### src/core/cmc_pkg.sv
// Constants and types of the coax attachment unit control logic.
// Assumes a single 20 MHz clock and pins already reduced to logic levels.
package cmc_pkg;

    localparam int CLK_PERIOD_NS  = 50;
    // Heartbeat timing, least values rounded up
    localparam int HB_DELAY_NS    = 600;
    localparam int HB_LEN_NS      = 800;
    localparam int HB_DELAY_CYC   = (HB_DELAY_NS + CLK_PERIOD_NS - 1) / CLK_PERIOD_NS;
    localparam int HB_LEN_CYC     = (HB_LEN_NS + CLK_PERIOD_NS - 1) / CLK_PERIOD_NS;
    // Collision pulse high time, one clock
    localparam int COL_HIGH_NS    = 50;
    // Jabber activation and recovery, least values
    localparam int JAB_ACT_MS     = 20;
    localparam int JAB_REC_MS     = 250;
    localparam int JAB_ACT_CYC    = JAB_ACT_MS * 1000000 / CLK_PERIOD_NS;
    localparam int JAB_REC_CYC    = JAB_REC_MS * 1000000 / CLK_PERIOD_NS;
    localparam int JAB_CNT_W      = 24;
    localparam int HB_CNT_W       = 5;
    // Transmit path buffering
    localparam int TXF_WIDTH      = 2;
    localparam int TXF_DEPTH      = 16;
    localparam int TXF_ACT_BIT    = 1;
    localparam int TXF_DAT_BIT    = 0;
    // Synchroniser slots
    localparam int SY_TXA         = 0;
    localparam int SY_TXD         = 1;
    localparam int SY_RXA         = 2;
    localparam int SY_RXD         = 3;
    localparam int SY_COL         = 4;
    localparam int SY_DIS         = 5;
    localparam int SY_HB          = 6;
    localparam int SY_JD          = 7;
    localparam int SY_DRDY        = 8;
    localparam int NSYNC          = 9;
    localparam int STRAP_HB_BIT   = 0;
    localparam int STRAP_JD_BIT   = 1;

    typedef enum logic [1:0] {
        HB_IDLE  = 2'h0,
        HB_TX    = 2'h1,
        HB_WAIT  = 2'h3,
        HB_BURST = 2'h2
    } cmc_hb_t;

endpackage

### src/core/cmc_core.sv
// Control logic of a coax attachment unit: transmit gating, receive loopback,
// jabber lockup, collision burst and heartbeat. Assumes analog front end
// delivers logic levels; all pin inputs are asynchronous to clk_in.
`timescale 1ns/1ps
module cmc_core
    import cmc_pkg::*;
#(
    parameter int JAB_ACT_CYCLES = JAB_ACT_CYC,
    parameter int JAB_REC_CYCLES = JAB_REC_CYC,
    parameter int FIFO_DEPTH     = TXF_DEPTH
) (
    // Clock and reset
    input  wire logic       clk_in,
    input  wire logic       sys_rst_in,
    // Transmit pair from station, after squelch
    input  wire logic       tx_active_in,
    input  wire logic       tx_data_in,
    // Cable side
    input  wire logic       cable_sense_in,
    input  wire logic       cable_activity_in,
    input  wire logic       coll_below_thresh_in,
    input  wire logic       cable_disconnect_in,
    input  wire logic       drive_ready_in,
    output logic            cable_drive_out,
    // Straps: bit 0 heartbeat enable, bit 1 jabber disable
    input  wire logic [1:0] heartbeat_jabber_strap_in,
    // Pairs toward the station
    output logic            receive_to_station_p_out,
    output logic            receive_to_station_n_out,
    output logic            collision_out_p_out,
    output logic            collision_out_n_out,
    // Status
    output logic            tx_fifo_ready_out,
    output logic            jabber_lock_out
);

    ////////////////////////////////////////////////////////////////////////////
    // State

    typedef struct packed {
        logic [NSYNC-1:0]     sync_a;
        logic [NSYNC-1:0]     sync_b;
        logic [NSYNC-1:0]     sync_c;
        logic [NSYNC-1:0]     filt;
        logic                 tx_on;
        logic                 tx_dat;
        logic [JAB_CNT_W-1:0] jab_cnt;
        logic                 jabbed;
        logic [JAB_CNT_W-1:0] rec_cnt;
        cmc_hb_t              hb;
        logic [HB_CNT_W-1:0]  hb_cnt;
        logic                 col_phase;
        logic                 drive;
        logic                 rx_p;
        logic                 rx_n;
        logic                 col_p;
        logic                 col_n;
        logic                 fifo_rdy;
    } cmc_core_st_t;

    cmc_core_st_t           s_ff;
    cmc_core_st_t           nxt_s;
    logic [NSYNC-1:0]       pins;
    logic                   fifo_in_ready;
    logic [TXF_WIDTH-1:0]   fifo_dout;
    logic                   fifo_out_valid;
    logic                   pop;
    logic                   hb_en;
    logic                   jab_dis;
    logic                   burst_on;
    logic                   rx_act;
    logic                   rx_dat;

    localparam logic [JAB_CNT_W-1:0] JAB_ACT_LAST = JAB_CNT_W'(JAB_ACT_CYCLES - 1);
    localparam logic [JAB_CNT_W-1:0] JAB_REC_LAST = JAB_CNT_W'(JAB_REC_CYCLES - 1);
    localparam logic [HB_CNT_W-1:0]  HB_DLY_LAST  = HB_CNT_W'(HB_DELAY_CYC - 1);
    localparam logic [HB_CNT_W-1:0]  HB_LEN_LAST  = HB_CNT_W'(HB_LEN_CYC - 1);

    always_comb begin
        pins          = '0;
        pins[SY_TXA]  = tx_active_in;
        pins[SY_TXD]  = tx_data_in;
        pins[SY_RXA]  = cable_activity_in;
        pins[SY_RXD]  = cable_sense_in;
        pins[SY_COL]  = coll_below_thresh_in;
        pins[SY_DIS]  = cable_disconnect_in;
        pins[SY_HB]   = heartbeat_jabber_strap_in[STRAP_HB_BIT];
        pins[SY_JD]   = heartbeat_jabber_strap_in[STRAP_JD_BIT];
        pins[SY_DRDY] = drive_ready_in;
    end

    ////////////////////////////////////////////////////////////////////////////
    // Transmit buffer: samples wait here while the cable driver stalls

    cmc_fifo #(
        .W     (TXF_WIDTH),
        .DEPTH (FIFO_DEPTH)
    ) u_txf (
        .clk_in        (clk_in),
        .sys_rst_in    (sys_rst_in),
        .in_data_in    ({s_ff.filt[SY_TXA], s_ff.filt[SY_TXD]}),
        .in_valid_in   (1'b1),
        .in_ready_out  (fifo_in_ready),
        .out_data_out  (fifo_dout),
        .out_valid_out (fifo_out_valid),
        .out_ready_in  (s_ff.filt[SY_DRDY])
    );

    ////////////////////////////////////////////////////////////////////////////
    // Next state

    always_comb begin
        nxt_s    = s_ff;
        pop      = fifo_out_valid && s_ff.filt[SY_DRDY];
        hb_en    = s_ff.filt[SY_HB];
        jab_dis  = s_ff.filt[SY_JD];

        // Three-stage sync; a level counts once the last two agree
        nxt_s.sync_a = pins;
        nxt_s.sync_b = s_ff.sync_a;
        nxt_s.sync_c = s_ff.sync_b;
        for (int i = 0; i < NSYNC; i++) begin
            if (s_ff.sync_b[i] == s_ff.sync_c[i]) begin
                nxt_s.filt[i] = s_ff.sync_c[i];
            end
        end

        // Stalled driver keeps the last sample rather than idling mid-frame
        if (pop) begin
            nxt_s.tx_on  = fifo_dout[TXF_ACT_BIT];
            nxt_s.tx_dat = fifo_dout[TXF_DAT_BIT];
        end

        // Jabber timer and lockup
        if (jab_dis) begin
            nxt_s.jabbed  = 1'b0;
            nxt_s.jab_cnt = '0;
            nxt_s.rec_cnt = '0;
        end else if (!s_ff.jabbed) begin
            if (!s_ff.tx_on) begin
                nxt_s.jab_cnt = '0;
            end else if (s_ff.jab_cnt == JAB_ACT_LAST) begin
                nxt_s.jabbed  = 1'b1;
                nxt_s.jab_cnt = '0;
                nxt_s.rec_cnt = '0;
            end else begin
                nxt_s.jab_cnt = s_ff.jab_cnt + 1'b1;
            end
        end else begin
            // Any transmit activity restarts the quiet interval
            if (s_ff.tx_on) begin
                nxt_s.rec_cnt = '0;
            end else if (s_ff.rec_cnt == JAB_REC_LAST) begin
                nxt_s.jabbed  = 1'b0;
                nxt_s.rec_cnt = '0;
                nxt_s.jab_cnt = '0;
            end else begin
                nxt_s.rec_cnt = s_ff.rec_cnt + 1'b1;
            end
        end

        // Cable switch follows data unchanged unless locked out
        nxt_s.drive = s_ff.tx_on && s_ff.tx_dat && !s_ff.jabbed;

        // Receive pair: own drive while sending, else the cable
        if (s_ff.tx_on) begin
            rx_act = 1'b1;
            rx_dat = s_ff.drive;
        end else begin
            rx_act = s_ff.filt[SY_RXA];
            rx_dat = s_ff.filt[SY_RXD];
        end
        nxt_s.rx_p = rx_act && rx_dat;
        nxt_s.rx_n = rx_act && !rx_dat;

        // Heartbeat sequencer
        unique case (s_ff.hb)
            HB_IDLE: begin
                nxt_s.hb_cnt = '0;
                if (s_ff.tx_on) begin
                    nxt_s.hb = HB_TX;
                end
            end
            HB_TX: begin
                nxt_s.hb_cnt = '0;
                if (!s_ff.tx_on) begin
                    // Strap alone decides; jabber-disable has no say
                    nxt_s.hb = hb_en ? HB_WAIT : HB_IDLE;
                end
            end
            HB_WAIT: begin
                if (s_ff.tx_on) begin
                    nxt_s.hb     = HB_TX;
                    nxt_s.hb_cnt = '0;
                end else if (s_ff.hb_cnt == HB_DLY_LAST) begin
                    nxt_s.hb     = HB_BURST;
                    nxt_s.hb_cnt = '0;
                end else begin
                    nxt_s.hb_cnt = s_ff.hb_cnt + 1'b1;
                end
            end
            HB_BURST: begin
                // Burst always runs to its full length
                if (s_ff.hb_cnt == HB_LEN_LAST) begin
                    nxt_s.hb     = HB_IDLE;
                    nxt_s.hb_cnt = '0;
                end else begin
                    nxt_s.hb_cnt = s_ff.hb_cnt + 1'b1;
                end
            end
        endcase

        // Collision pair: one clock high, one low gives 10 MHz
        burst_on = s_ff.filt[SY_COL] || s_ff.filt[SY_DIS]
                   || s_ff.jabbed || (s_ff.hb == HB_BURST);
        nxt_s.col_phase = burst_on && !s_ff.col_phase;
        nxt_s.col_p     = burst_on && !s_ff.col_phase;
        nxt_s.col_n     = burst_on && s_ff.col_phase;

        nxt_s.fifo_rdy = fifo_in_ready;
    end

    always_ff @(posedge clk_in or posedge sys_rst_in) begin
        if (sys_rst_in) begin
            s_ff <= '0;
        end else begin
            s_ff <= nxt_s;
        end
    end

    ////////////////////////////////////////////////////////////////////////////
    // Outputs

    assign cable_drive_out          = s_ff.drive;
    assign receive_to_station_p_out = s_ff.rx_p;
    assign receive_to_station_n_out = s_ff.rx_n;
    assign collision_out_p_out      = s_ff.col_p;
    assign collision_out_n_out      = s_ff.col_n;
    assign tx_fifo_ready_out        = s_ff.fifo_rdy;
    assign jabber_lock_out          = s_ff.jabbed;
endmodule

### src/core/cmc_fifo.sv
// Synchronous FIFO with valid/ready on both sides.
// Assumes one clock; in_ready_out is low while full.
`timescale 1ns/1ps
module cmc_fifo #(
    parameter int W     = 2,
    parameter int DEPTH = 16
) (
    // Clock and reset
    input  wire logic         clk_in,
    input  wire logic         sys_rst_in,
    // Fill side
    input  wire logic [W-1:0] in_data_in,
    input  wire logic         in_valid_in,
    output logic              in_ready_out,
    // Drain side
    output logic [W-1:0]      out_data_out,
    output logic              out_valid_out,
    input  wire logic         out_ready_in
);
    localparam int AW = $clog2(DEPTH);

    typedef struct packed {
        logic [DEPTH-1:0][W-1:0] mem;
        logic [AW-1:0]           wr_ptr;
        logic [AW-1:0]           rd_ptr;
        logic [AW:0]             count;
    } cmc_fifo_st_t;

    cmc_fifo_st_t s_ff;
    cmc_fifo_st_t nxt_s;
    logic         push;
    logic         pop;

    assign in_ready_out  = (s_ff.count != (AW+1)'(DEPTH));
    assign out_valid_out = (s_ff.count != '0);
    assign out_data_out  = s_ff.mem[s_ff.rd_ptr];

    always_comb begin
        nxt_s = s_ff;
        push  = in_valid_in && in_ready_out;
        pop   = out_valid_out && out_ready_in;
        if (push) begin
            nxt_s.mem[s_ff.wr_ptr] = in_data_in;
            nxt_s.wr_ptr           = (s_ff.wr_ptr == AW'(DEPTH - 1)) ? '0 : s_ff.wr_ptr + 1'b1;
        end
        if (pop) begin
            nxt_s.rd_ptr = (s_ff.rd_ptr == AW'(DEPTH - 1)) ? '0 : s_ff.rd_ptr + 1'b1;
        end
        if (push && !pop) begin
            nxt_s.count = s_ff.count + 1'b1;
        end else if (pop && !push) begin
            nxt_s.count = s_ff.count - 1'b1;
        end
    end

    always_ff @(posedge clk_in or posedge sys_rst_in) begin
        if (sys_rst_in) begin
            s_ff <= '0;
        end else begin
            s_ff <= nxt_s;
        end
    end
endmodule

### config.mk
export PLATFORM = sky130hd
export DESIGN_NAME = cmc_core
export DESIGN_NICKNAME = d
export VERILOG_FILES = /design/src/core/cmc_pkg.sv /design/src/core/cmc_core.sv /design/src/core/cmc_fifo.sv
export SDC_FILE = /design/constraint.sdc
export NUM_CORES = 1
export LEC_CHECK = 0
export ABC_AREA = 1
export ABC_CLOCK_PERIOD_IN_PS = 7600
export BUFFER_PORTS_ARGS = -buffer_cell sky130_fd_sc_hd__buf_4
export CAP_MARGIN = 10
export CORE_MARGIN = 5
export CORE_UTILIZATION = 55
export DETAILED_ROUTE_END_ITERATION = 12
export PLACE_DENSITY = 0.71
export REMOVE_ABC_BUFFERS = 1
export SETUP_SLACK_MARGIN = 0.3
export SKIP_LAST_GASP = 1
export SLEW_MARGIN = 20
export SYNTH_ARGS = -nofsm -noshare
export SYNTH_HDL_FRONTEND = slang
export SYNTH_SLANG_ARGS = --single-unit
export TNS_END_PERCENT = 5
### constraint.sdc
create_clock -name clk_in -period 7.6 [get_ports clk_in]
set_clock_uncertainty 0.1 [all_clocks]
set_input_delay 1.14 -clock clk_in [delete_from_list [all_inputs] [get_ports clk_in]]
set_output_delay 1.14 -clock clk_in [all_outputs]
set_load 0.03 [all_outputs]
# ---- After elaboration in Yosys (flattened, before gate mapping)
# Index checks and enable logic that the tools add are counted.
# W data, S select, Z words.
dict set report classes {
  eq_ne 25
  addsub 7
  magnitude_cmp 3
  reduce_logical 26
  mux 30
}
# op count
set op_table {}
lappend op_table {{$mux W25} 4}
lappend op_table {{$mux W49} 2}
lappend op_table {{$mux W24} 4}
lappend op_table {{$add A24 B1 Y24 const B} 2}
lappend op_table {{$bwmux W32} 1}
lappend op_table {{$pmux W7 S4} 1}
lappend op_table {{$eq A24 B19 Y1 const B} 1}
lappend op_table {{$eq A24 B23 Y1 const B} 1}
lappend op_table {{$mux W5} 4}
lappend op_table {{$mux W2} 7}
lappend op_table {{$add A5 B1 Y5 const B} 2}
lappend op_table {{$eq A5 B4 Y1 const B} 2}
lappend op_table {{$logic_and A1 B1 Y1} 10}
lappend op_table {{$lt A4 B5 Y1 const B} 2}
lappend op_table {{$eq A1 B1 Y1} 9}
lappend op_table {{$add A4 B1 Y4 const B} 2}
lappend op_table {{$bmux W2 S4} 1}
lappend op_table {{$demux W2 S4} 1}
lappend op_table {{$eq A4 B4 Y1 const B} 2}
lappend op_table {{$mux W4} 2}
lappend op_table {{$mux W7} 1}
lappend op_table {{$ne A2 B2 Y1 const B} 3}
lappend op_table {{$reduce_bool A3 Y1} 2}
lappend op_table {{$logic_not A1 Y1} 5}
lappend op_table {{other kinds (15)} 20}
dict set report totals {
  inputBits 11
  wordCells 135
  out_inout_bits 7
  regBits 145
}

# ---- Logic depth before layout (Yosys ltp)
# Gate-level depths: netlist of run 1.
dict set report logic_depth {
  word_depth 5
  mapped_depth 15
  depth_no_buf 14
}

# ---- Modules after synthesis
# A second synthesis of run 1 with hierarchy kept.
dict set report hier_totals {
  cells_unflattened 1023
  hier_area_um2 7886.3
}
# module area_each_um2 cells_per_inst instances seq_area_each_um2
set by_module_without_submodules {}
lappend by_module_without_submodules {cmc_core 5348.9 685 1 2502.4}
lappend by_module_without_submodules {cmc_fifo 2537.4 338 1 1126.1}

# ---- Worst setup path after synthesis of run 1
# Ideal clock, no wire load.
dict set report synth_timing {
  kind {register to register}
  startpoint {reg u_txf.s_ff[0] (netlist name)}
  endpoint {reg u_txf.s_ff[4] (netlist name)}
  period_less_slack_ps 2175
  setup_time_ps 113
  setup_slack_ps 5425
  path_buffers 1
  t_required_ps 7387
  arrival_ps 1962
  stages_incl_launch_ff 15
  path_cell_list {dfrtp_1 -> nor2_1 -> nand3_1 -> nor2_1 -> inv_1 -> buf_2 -> nand2_1 -> ha_1 -> a21o_1 -> a31oi_1 -> inv_1 -> nand2_1 -> nand3_1 -> nand2_1 -> inv_1}
}
dict set report synth_between {
  word_cells_on_any_way 12
  cone_classes {add/sub (2); eq/ne (1); mux (2); reduce/logical (7)}
}
# item line
set synth_rtl {}
lappend synth_rtl {{start: declaration} cmc_fifo.sv:29} ;# cmc_fifo_st_t s_ff;
lappend synth_rtl {{start signal: assignment} cmc_fifo.sv:60} ;# s_ff <= nxt_s;
lappend synth_rtl {{$ne A5 B5 Y1 *} cmc_fifo.sv:34} ;# assign in_ready_out = (s_ff.count != (AW+1)'(DEPTH));
lappend synth_rtl {{named net fifo_in_ready} cmc_core.sv:64} ;# logic fifo_in_ready;
lappend synth_rtl {{$logic_not A1 Y1} cmc_fifo.sv:51} ;# end else if (pop && !push) begin
lappend synth_rtl {{$logic_and A1 B1 Y1} cmc_fifo.sv:51}
lappend synth_rtl {{$reduce_bool A2 Y1 (no source line)} -}
# The timed path passes the listed nets; every way through them passes the cells marked *. The select of a mux whose other input is x is not followed.
# A chain may end at the register's enable or synchronous reset.

# ---- Worst setup path after layout of run 1
dict set report layout_timing {
  startpoint {reg s_ff, in the netlist jabber_lock_out}
  endpoint {out jabber_lock_out}
}
# item line
set layout_rtl {}
lappend layout_rtl {{start: declaration} cmc_core.sv:61} ;# cmc_core_st_t s_ff;
lappend layout_rtl {{start signal: assignment} cmc_core.sv:227} ;# s_ff <= nxt_s;
lappend layout_rtl {{end: declaration} cmc_core.sv:34} ;# output logic jabber_lock_out
# No word-level cell between the ends.

==> results of run 1 <==
-- how the worst min path moves through the flow --
stage	slack, ns	end	cells after the start
global route	0.25	nxt_s[80]	0
floorplan	0.23	nxt_s[74]	0
finish	0.25	nxt_s[77]	0
detailed placement	0.23	nxt_s[77]	0
CTS	0.25	nxt_s[77]	0
global placement	0.23	nxt_s[77]	0
-- through the flow --
stage          power (mW)  hold slack, ns
3_3_place_gp         1.75           0.231
2_1_floorplan        1.56           0.231
3_5_place_dp         1.76           0.235
4_1_cts              2.60           0.249
5_1_grt              2.77           0.254
6_report             2.58           0.248
-- sequential cells by signal (all words and copies together) (netlist names) --
signal	cells
cable_drive_out	1
collision_out_n_out	1
collision_out_p_out	1
hb_en	1
jab_dis	1
jabber_lock_out	1
nxt_s	18
receive_to_station_n_out	1
receive_to_station_p_out	1
s_ff	73
tx_fifo_ready_out	1
u_txf.s_ff	45
-- final cells by class --
cell class	count	area, sq um
Tap cell	176	220
Sequential cell	145	3630
Clock buffer	18	439
Inverter	97	369
Timing Repair Buffer	21	158
Fill cell	1210	4990
Clock inverter	14	144
Multi-Input combinational cell	698	3400
-- metal layers --
metal	share of wire (%)	global-route usage (%)	up-vias
met1	46	30.8	2950
met4	1.6	6.50	0
li1	-	-	3152
met2	47	34.5	205
met5	0	0	-
met3	6.0	5.25	26
-- cells in the mapped netlist --
library cell	number	area, sq um
nand2_4	2	22.5
dfrtp_1	145	3630
mux2i_1	1	10.0
a21oi_1	4	20.0
nor2_4	1	11.3
nand3b_1	4	30.0
o21ai_1	3	15.0
nor3_1	5	25.0
buf_6	3	33.8
a21boi_0	3	22.5
or2_2	2	12.5
buf_1	1	3.75
inv_2	2	7.51
nor3_2	1	10.0
o31ai_1	1	7.51
and2_1	1	6.26
o32ai_1	1	8.76
o22ai_1	11	68.8
xor2_1	20	175
nand3_2	4	40.0
a21o_1	1	7.51
nand3_1	70	350
nand2_2	6	37.5
a31o_2	1	8.76
nand2_1	260	976
inv_1	95	357
buf_2	6	30.0
nand4_1	34	213
o21ai_0	87	435
maj3_1	9	90.1
a22oi_2	2	25.0
fa_1	1	20.0
nor2_1	142	533
ha_1	13	163
a31oi_1	2	12.5
and3_1	1	6.26
nor2_2	4	25.0
xnor2_1	1	8.76
clkbuf_1	12	45.0
buf_12	1	20.0
-- cell families after synthesis --
group | count (synthesis)
fa+ha+maj | 23
compound gates | 116
xor+xnor | 21
buf+inv | 120
flops | 145
mux | 1
simple gates | 537
-- power groups by stage --
stage	Sequential, mW	Clock (mW)	Combinational (mW)
floorplan	1.08	0	0.478
global placement	1.07	0	0.680
detailed placement	1.07	0	0.695
CTS	1.06	0.838	0.698
global route	1.08	0.877	0.805
finish	1.06	0.826	0.692
-- critical path: cells and delay by family (launching register included) --
| family | cells | cell delay (ns) |
|---|---|---|
| DFF | 1 | 0.57 |
| buffers and inverters | 2 | 0.47 |
==> impl_metrics.py, run 1 <==
metrics = {
    "final_layout": {
        "diodes": 0,
        "drive_above_1_share_pct": 7.96,
        "area_growth_pct": 11.1,
        "layout_commonest_cell": "nand2_1",
        "mostFrequentLayoutCells": "nand2_1, dfrtp_1, nor2_1",
        "utilization_pct": 62.6,
        "fin_cells": 1169,
        "design_area_sq_mm": 0.00836,
        "final_nets": 1005,
    },
    "clocking": {
        "insertion_delay_ns": 0.43,
        "postCtsResizedCells": 0,
        "cts_setup_buffers": 0,
        "cts_hold_buf": 0,
        "cts-htree-levels": 4,
        "clk_pin_slew_ns": 0.07,
        "clkSinkCount": 145,
        "cts_tree": "done",
        "cts_max_path_buffers": 2,
        "root_buffer": "clkbuf_16",
        "cts_buffers": 17,
    },
    "critical_path": {
        "crit_end": "jabber_lock_out",
        "r2r-start": "u_txf.s_ff[0]",
        "rr_endpoint": "u_txf.s_ff[4]",
        "cp-startpoint": "jabber_lock_out",
        "end_kind": "output port",
        "max_stage_delay_ns": 0.57,
        "crit_top_cell": "buf_4",
        "arrival_ns": 1.46,
        "crit_type": "reg -> out",
        "reg2reg_slack_ns": 5.27,
        "rr_worst_depth": 13,
        "path_max_fanout": 13,
        "crit_required_ns": 6.36,
        "start_kind": "flip-flop",
        "cp_slowest_cell": "dfrtp_1",
        "crit_path_cell_trace": "buf_4 -> buf_4",
    },
    "timing": {
        "fin_ws_ns": 4.90,
        "slew_viol_final": 0,
        "fmax_ghz": 0.370,
        "slew_headroom_pct": 44.9,
        "fin_crit_sh_pct": 35.5,
        "worst_pin_slew_ns": 0.826,
        "rsz0062_at_grt": "false",
        "period_needed_ns": 2.70,
        "final.setup.tns_ns": 0,
        "finalHoldViolCount": 0,
        "setup_viol": 0,
    },
    "logic_synthesis": {
        "muxShareOfSynthArea_pct": 0.133,
        "synth_xor_area_share_pct": 2.45,
        "synth-compound-area-share_pct": 8.40,
        "yosysSeqAreaShare_pct": 48.2,
        "netlist_area_sq_mm": 0.00752,
        "syn_area_per_cell_sq_um": 7.81,
        "synth-seq-cells": 145,
        "ys_warn_count": 0,
        "syn_inst": 963,
        "synthAdderAreaFrac_pct": 3.63,
        "ys_types": 40,
        "synth_top_family_by_area": "simple AND/OR/NAND/NOR gates",
        "yosys.area_share.simple_pct": 30.6,
    },
    "grt": {
        "grt_max_degree": 81,
        "grt_pass1_vias": 6007,
        "grt_usage_pct": 22.0,
        "grt_pass1_wl_mm": 28.8,
        "antenna_found_initial": 0,
        "grt_overflow": 0,
    },
    "floorplan": {
        "core_area_sq_mm": 0.0133,
        "initial_core_util_pct": 56.4,
        "dieArea_sq_mm": 0.0161,
        "die_w_um": 127,
        "rows": 42,
        "ios": 18,
        "die_h_um": 127,
    },
    "drt": {
        "vias_per_cell": 5.42,
        "wl_per_cell_um": 14.3,
        "drt_first_pass_iters": 5,
        "drc": 0,
        "drt_iter0_drc": 534,
        "vias": 6333,
        "antenna_left": 0,
        "wl_mm": 16.8,
    },
    "power_and_ir_drop": {
        "powerDensity_mw_per_mm2": 308,
        "irDropWorstVdd_mv": 0.306,
        "clockPowerShare_pct": 32.1,
        "p_int_mw": 1.64,
        "pwr-share-seq_pct": 41.1,
        "p_switching_mw": 0.934,
        "swShare_pct": 36.3,
        "p_leak_nw": 3.86,
        "combinationalPowerShare_pct": 26.8,
    },
    "place": {
        "dpl_worst_slack_ns": 4.82,
        "gp_congestion": 0.931,
        "io_buffer_count": 17,
        "place_hpwl_mm": 11.2,
        "placed_area_sq_mm": 0.00777,
        "dp.cells": 1137,
    },
    "hold_path": {
        "min_path_type": "reg -> reg",
        "min_from": "nxt_s[86]",
    },
    "status": {
        "status": "finished clean",
    },
    "job": {
        "drv_cap": 0,
    },
}
(Power assumes the default switching activity.)
==> run 2, diff against run 1 <==
--- a/config.mk
+++ b/config.mk
@@ -5,14 +5,14 @@
 export SDC_FILE = /design/constraint.sdc
 export NUM_CORES = 1
 export LEC_CHECK = 0
-export ABC_AREA = 1
-export ABC_CLOCK_PERIOD_IN_PS = 7600
+export ABC_AREA = 0
+export ABC_CLOCK_PERIOD_IN_PS = 2300
 export BUFFER_PORTS_ARGS = -buffer_cell sky130_fd_sc_hd__buf_4
 export CAP_MARGIN = 10
 export CORE_MARGIN = 5
 export CORE_UTILIZATION = 55
 export DETAILED_ROUTE_END_ITERATION = 12
-export PLACE_DENSITY = 0.71
+export PLACE_DENSITY = 0.74
 export REMOVE_ABC_BUFFERS = 1
 export SETUP_SLACK_MARGIN = 0.3
 export SKIP_LAST_GASP = 1
==> constraint.sdc (replaced) <==
create_clock -name clk_in -period 2.3 [get_ports clk_in]
set_clock_uncertainty 0.1 [all_clocks]
set_input_delay 0.345 -clock clk_in [delete_from_list [all_inputs] [get_ports clk_in]]
set_output_delay 0.345 -clock clk_in [all_outputs]
set_load 0.03 [all_outputs]
==> run 2 against run 1 <==
Effect of this change: the run now ends with setup timing left; critical path type is now reg -> reg; largest power group unchanged; sequential share of layout area shrank 0.39 points; critical endpoint is now u_txf.s_ff[4]; sequential power grew to 3.3 times the previous value; combinational power grew to 3.7 times the previous value.
==> impl_metrics.py, run 2 <==
metrics = {
    "drt": {
        "drc": 0,
        "wl_per_cell_um": 17.3,
        "drt_iter0_drc": 428,
        "wl_mm": 14.7,
        "vias_per_cell": 6.01,
        "drt_first_pass_iters": 5,
        "vias": 5124,
        "antenna_left": 0,
    },
    "grt": {
        "grt_pass1_vias": 5184,
        "grt_overflow": 0,
        "grt_max_degree": 51,
        "grt_usage_pct": 21.3,
        "grt_pass1_wl_mm": 24.8,
        "antenna_found_initial": 0,
    },
    "final_layout": {
        "largest_reg_flops": 73,
        "mostFrequentLayoutCells": "dfrtp_1, buf_4, nand2_1",
        "largest-register": "s_ff",
        "final_nets": 717,
        "diodes": 0,
        "n_fill_cell": 819,
        "layout_commonest_cell": "dfrtp_1",
        "drive_above_1_share_pct": 27.5,
        "fin_cells": 852,
        "area_growth_pct": 25.2,
    },
    "timing": {
        "finalHoldViolCount": 0,
        "slew_headroom_pct": 61.3,
        "fin_crit_sh_pct": 102,
        "rsz0062_at_grt": "true",
        "period_needed_ns": 2.35,
        "fin_ws_ns": -0.0487,
        "setup_viol": 8,
        "slew_viol_final": 0,
        "fmax_ghz": 0.426,
        "final.setup.tns_ns": -0.186,
        "worst_pin_slew_ns": 0.566,
    },
    "critical_path": {
        "crit_type": "reg -> reg",
        "cp_slowest_cell": "or4_4",
        "end_kind": "flip-flop",
        "crit_required_ns": 2.49,
        "crit_cells": 8,
        "r2r-start": "u_txf.s_ff[0]",
        "rr_endpoint": "u_txf.s_ff[4]",
        "cp-startpoint": "u_txf.s_ff[0]",
        "crit_end": "u_txf.s_ff[4]",
        "arrival_ns": 2.54,
        "crit_path_cell_trace": "or4_4 -> nand2_4 -> nand2_4 -> fa_2 -> a21o_1 -> a21oi_2 -> xor2_1 -> o221ai_1",
        "rr_worst_depth": 8,
        "crit_top_cell": "nand2_4",
        "path_max_fanout": 4,
        "max_stage_delay_ns": 0.56,
        "cp_top_family": "simple AND/OR/NAND/NOR gates",
        "start_kind": "flip-flop",
        "crit_buf_inv": 0,
        "reg2reg_slack_ns": -0.05,
    },
    "logic_synthesis": {
        "syn_inst": 598,
        "netlist_area_sq_mm": 0.00673,
        "ys_warn_count": 0,
        "async_flop_share_pct": 100,
        "synth.most_common_cell": "dfrtp_1",
        "yosysTopAreaCell": "dfrtp_1",
        "synth_top_area_share_pct": 53.9,
        "yosysSeqAreaShare_pct": 53.9,
        "synth-seq-cells": 145,
        "synthTopCellsByCount": "dfrtp_1, nand2_1, a21oi_1, nand3_1, mux2_2",
        "syn_area_per_cell_sq_um": 11.3,
        "synth_edf_count": 0,
        "ys_types": 58,
        "synthFlopType": "dfrtp_1",
        "ys_top_cells_by_area": "dfrtp_1, mux2_2, mux4_2",
    },
    "floorplan": {
        "dieArea_sq_mm": 0.0146,
        "core_area_sq_mm": 0.0120,
        "die_h_um": 121,
        "die_w_um": 121,
        "rows": 40,
        "ios": 18,
        "initial_core_util_pct": 56.1,
    },
    "clocking": {
        "clk_pin_slew_ns": 0.06,
        "clkSinkCount": 145,
        "cts_buffers": 17,
        "cts_tree": "done",
        "root_buffer": "clkbuf_16",
        "cts-htree-levels": 4,
        "insertion_delay_ns": 0.42,
        "cts_max_path_buffers": 2,
    },
    "power_and_ir_drop": {
        "pwr-share-seq_pct": 40.2,
        "p_leak_nw": 3.63,
        "powerDensity_mw_per_mm2": 1030,
        "p_int_mw": 5.99,
        "irDropWorstVdd_mv": 0.804,
        "swShare_pct": 31.2,
        "clockPowerShare_pct": 30.3,
        "combinationalPowerShare_pct": 29.5,
        "p_switching_mw": 2.72,
    },
    "hold_path": {
        "min_path_type": "reg -> reg",
        "min_from": "nxt_s[89]",
    },
    "place": {
        "dpl_worst_slack_ns": -0.244,
        "io_buffer_count": 17,
        "gp_congestion": 0.825,
        "place_hpwl_mm": 9.62,
        "dp.cells": 801,
    },
    "status": {
        "status": "finished with violations",
        "violations": "setup timing",
    },
    "job": {
        "drv_cap": 0,
    },
}
## run 2: cell count changes in the layout (fill, tap and decap cells not counted), moves of 15 or more
cell,change
a21oi_1,+32
buf_4,+58
inv_1,-77
mux2_2,+34
nand2_1,-210
nand3_1,-35
nand4_1,-19
nor2_1,-113
o21ai_0,-61
xor2_1,-15
## run 2: layer usage
| layer | vias to the layer above | part of all wire [%] | GRT usage [%] |
|---|---|---|---|
| met2 | 117 | 50 | 35.7 |
| met5 | - | 0 | 0 |
| met4 | 0 | 1.5 | 7.65 |
| met1 | 2578 | 45 | 27.5 |
| met3 | 24 | 3.5 | 4.72 |
| li1 | 2405 | - | - |
## run 2: kinds of logic (layout without fill, tap and decap cells)
logic type | count (synthesis) | in the layout | share of synthesized area (%)
simple gates | 204 | 204 | 16.7
flops | 145 | 145 | 53.9
fa+ha+maj | 23 | 23 | 4.05
buf+inv | 43 | 149 | 2.45
xor+xnor | 13 | 13 | 1.69
compound gates | 118 | 119 | 11.0
mux | 52 | 52 | 10.2
## run 2: power groups by stage
stage	clock [mW]	combinational, mW	sequential (mW)
final	2.64	2.57	3.50
after global routing	2.80	2.82	3.57
after CTS	2.67	2.53	3.49
after detailed placement	0	2.43	3.52
after global placement	0	2.30	3.49
after floorplan	0	1.53	3.56
## run 2: worst min path at each step
stage           endpoint  slack, ns  cells past startpoint
2_1_floorplan  nxt_s[74]       0.23                      0
3_3_place_gp   nxt_s[80]       0.23                      0
3_5_place_dp   nxt_s[78]       0.23                      0
4_1_cts        nxt_s[78]       0.25                      0
5_1_grt        nxt_s[78]       0.26                      0
6_report       nxt_s[80]       0.25                      0
## run 2: final cells by class
class	count	area [sq um]	share of cell area, %
Clock buffer	19	443	5.25
Sequential cell	145	3630	43.0
Tap cell	147	184	2.18
Clock inverter	13	128	1.51
Inverter	18	72.6	0.861
Multi-Input combinational cell	411	3110	36.9
Timing Repair Buffer	99	868	10.3
## run 2: repair_timing
item | CTS | global route
pin swaps | 9 | 18
hold endpoints to repair | 55 | 0
gates cloned | 1 | 3
hold buffers | 10 | 0
resized for setup | 16 | 17
setup endpoints to repair | 54 | 86
buffers inserted | 1 | 4
## run 2: through the flow
step | total power, mW | util, % | cell area [sq um] | hold WS (ns)
floorplan | 5.09 | - | 6640 | 0.231
global placement | 5.79 | 62.5 | 7500 | 0.232
detailed placement | 5.95 | 62.5 | 7500 | 0.235
CTS | 8.69 | 68.9 | 8270 | 0.249
global route | 9.19 | 70.2 | 8430 | 0.256
finish | 8.71 | 70.2 | 8430 | 0.247
==> run 3, diff against run 2 <==
--- a/config.mk
+++ b/config.mk
@@ -19,5 +19,6 @@
 export SLEW_MARGIN = 20
 export SYNTH_ARGS = -nofsm -noshare
 export SYNTH_HDL_FRONTEND = slang
+export SYNTH_HIERARCHICAL = 1
 export SYNTH_SLANG_ARGS = --single-unit
 export TNS_END_PERCENT = 5
==> run 3 against run 2 <==
Effect of this change: the flow still finishes with violations (setup timing); final area fell by 0.43%; first-iteration DRC count increased by 22%; sequential power is essentially flat; synthesized cell count grew 1.7%; combinational power about the same; register-to-register slack lost 0.61 ns; routed wire length up 2.6%; worst setup slack got worse by 0.61 ns; hold slack better by 0.0030 ns; sequential share of layout area increased by 0.19 points; critical path depth up 2; via count is 1.1% higher.
==> impl_metrics.py, run 3 <==
metrics = {
    "clocking": {
        "cts_buffers": 17,
        "cts-htree-levels": 4,
        "insertion_delay_ns": 0.43,
        "root_buffer": "clkbuf_16",
        "cts_max_path_buffers": 2,
        "clkSinkCount": 145,
        "cts_tree": "done",
        "clk_pin_slew_ns": 0.06,
    },
    "floorplan": {
        "ios": 18,
        "rows": 41,
        "die_h_um": 122,
        "core_area_sq_mm": 0.0125,
        "dieArea_sq_mm": 0.0150,
        "die_w_um": 122,
        "initial_core_util_pct": 55.6,
    },
    "final_layout": {
        "drive_above_1_share_pct": 24.4,
        "fin_cells": 869,
        "layout_commonest_cell": "dfrtp_1",
        "area_growth_pct": 21.1,
        "largest_reg_flops": 73,
        "diodes": 0,
        "mostFrequentLayoutCells": "dfrtp_1, buf_4, a21oi_1",
        "largest-register": "s_ff",
        "multi_input_area_sq_mm": 0.00319,
        "regArea_sq_mm": 0.00363,
        "final_nets": 710,
        "n_fill_cell": 918,
    },
    "logic_synthesis": {
        "synth-seq-cells": 145,
        "netlist_area_sq_mm": 0.00693,
        "synthFlopType": "dfrtp_1",
        "synth.most_common_cell": "dfrtp_1",
        "yosysTopAreaCell": "dfrtp_1",
        "ys_types": 66,
        "synthTopCellsByCount": "dfrtp_1, a21oi_1, nand2_1, o21ai_0, nand3_1",
        "ys_warn_count": 6,
        "yosysSeqAreaShare_pct": 52.3,
        "async_flop_share_pct": 100,
        "syn_inst": 608,
        "ys_top_cells_by_area": "dfrtp_1, mux2_4, a21oi_1",
        "syn_area_per_cell_sq_um": 11.4,
        "synth_edf_count": 0,
        "synth_top_area_share_pct": 52.3,
    },
    "place": {
        "dpl_worst_slack_ns": -0.700,
        "gp_congestion": 0.906,
        "dp.cells": 819,
        "place_hpwl_mm": 9.54,
        "io_buffer_count": 17,
    },
    "drt": {
        "drt_iter0_drc": 523,
        "vias": 5180,
        "antenna_left": 0,
        "drc": 0,
        "wl_per_cell_um": 17.4,
        "drt_first_pass_iters": 5,
        "vias_per_cell": 5.96,
        "wl_mm": 15.1,
    },
    "status": {
        "status": "finished with violations",
        "violations": "setup timing",
    },
    "grt": {
        "busiest_layer": "met2",
        "grt_overflow": 0,
        "met3_usage_pct": 5.35,
        "grt_util_met2_pct": 35.8,
        "grt_max_degree": 46,
        "grt_use_met1_pct": 28.0,
        "antenna_found_initial": 0,
        "grt_usage_pct": 21.6,
        "grt_pass1_wl_mm": 25.5,
        "grt_pass1_vias": 5287,
    },
    "timing": {
        "rsz0062_at_grt": "true",
        "finalHoldViolCount": 0,
        "slew_viol_final": 0,
        "hold_ws_ns": 0.250,
        "worst_pin_slew_ns": 0.589,
        "fmax_ghz": 0.338,
        "final.setup.tns_ns": -0.929,
        "fin_crit_sh_pct": 129,
        "period_needed_ns": 2.96,
        "slew_headroom_pct": 60.7,
        "setup_viol": 4,
        "fin_ws_ns": -0.657,
    },
    "critical_path": {
        "crit_required_ns": 2.50,
        "end_kind": "flip-flop",
        "arrival_ns": 3.15,
        "path_max_fanout": 4,
        "rr_worst_depth": 10,
        "crit_type": "reg -> reg",
        "start_kind": "flip-flop",
    },
    "power_and_ir_drop": {
        "p_switching_mw": 2.77,
        "p_leak_nw": 3.54,
        "p_int_mw": 6.08,
        "clockPowerShare_pct": 30.9,
        "swShare_pct": 31.3,
        "pwr-share-seq_pct": 39.9,
        "irDropWorstVdd_mv": 0.603,
        "powerDensity_mw_per_mm2": 1050,
        "combinationalPowerShare_pct": 29.2,
    },
    "hold_path": {
        "min_path_type": "reg -> reg",
        "hold_depth": 0,
    },
    "job": {
        "drv_cap": 0,
    },
}
## run 3: cell types whose count changed after synthesis, sizes merged, moves of 5 or more
cell / change
nand2: -11
nor2: -8
or4: +5
a21oi: +5
or3: +10
and3: +18
nand3: -10
o21ai: +7
nor2b: +6
a21o: -7
o31ai: +9
## run 3: kinds of logic after synthesis
logic type,count (synthesis),synth area share [%]
buffers and inverters,43,2.60
other,1,0.0541
xor gates and xnor gates,9,1.14
adders and majority gates,24,4.11
DFF,145,52.3
and+or+nand+nor,205,17.7
AOI/OAI and AO/OA,130,11.7
muxes,51,10.3
## run 3: worst max-delay path, cell delays in order, from the launching register on
cell and delay, ns:
dfrtp_1 0.38, or4_4 0.55, o21ai_4 0.18, ha_4 0.18
inv_4 0.05, ha_1 0.34, a21o_1 0.26, buf_4 0.15
a21oi_1 0.23, nor4_1 0.11, a221o_1 0.31
## run 3: final timing paths
| check | start | to | slack [ns] |
|---|---|---|---|
| worst min register to register | nxt_s[91] | nxt_s[82] | 0.25 |
| max in group asynchronous | sys_rst_in | s_ff[20] | 1.06 |
| min in group asynchronous | sys_rst_in | s_ff[79] | 0.43 |
| worst min-delay path | nxt_s[91] | nxt_s[82] | 0.25 |
| worst max-delay path | u_txf/s_ff[0] | u_txf/s_ff[4] | -0.66 |
| worst max register to register | u_txf/s_ff[0] | u_txf/s_ff[4] | -0.66 |
## run 3: metal layers
layer | share of wire [%] | vias to the layer above
li1 | - | 2425
met1 | 44 | 2609
met2 | 50 | 117
met3 | 3.5 | 29
met4 | 2.3 | 0
met5 | 0 | -
## run 3: final cells by class
type	instances	area share (%)
clock buffers	18	5.23
multi-input cells	420	38.0
well taps	172	2.56
repair buffers	82	8.32
inverters	18	0.864
flip-flops and latches	145	43.2
clock inverters	14	1.82
## run 3: power by group through the flow
stage / sequential (mW) / combinational, mW / clock (mW)
finish: 3.53 / 2.58 / 2.73
global route: 3.60 / 2.79 / 2.91
global placement: 3.50 / 2.19 / 0
detailed placement: 3.54 / 2.29 / 0
CTS: 3.51 / 2.42 / 2.78
floorplan: 3.58 / 1.48 / 0
## run 3: what timing repair did
item / CTS / global route
hold buffers: 10 / 0
setup endpoints to repair: 51 / 86
gates resized for setup: 8 / 9
hold endpoints to repair: 43 / 0
setup buffers: 4 / 4
pin swaps: 8 / 10
## run 3: stage by stage
step	instance area, sq um	utilization, %	total power, mW
5_1_grt	8400	67.3	9.30
3_5_place_dp	7570	60.7	5.83
4_1_cts	8310	66.7	8.72
3_3_place_gp	7570	60.7	5.69
6_report	8400	67.3	8.84
2_1_floorplan	6820	-	5.05
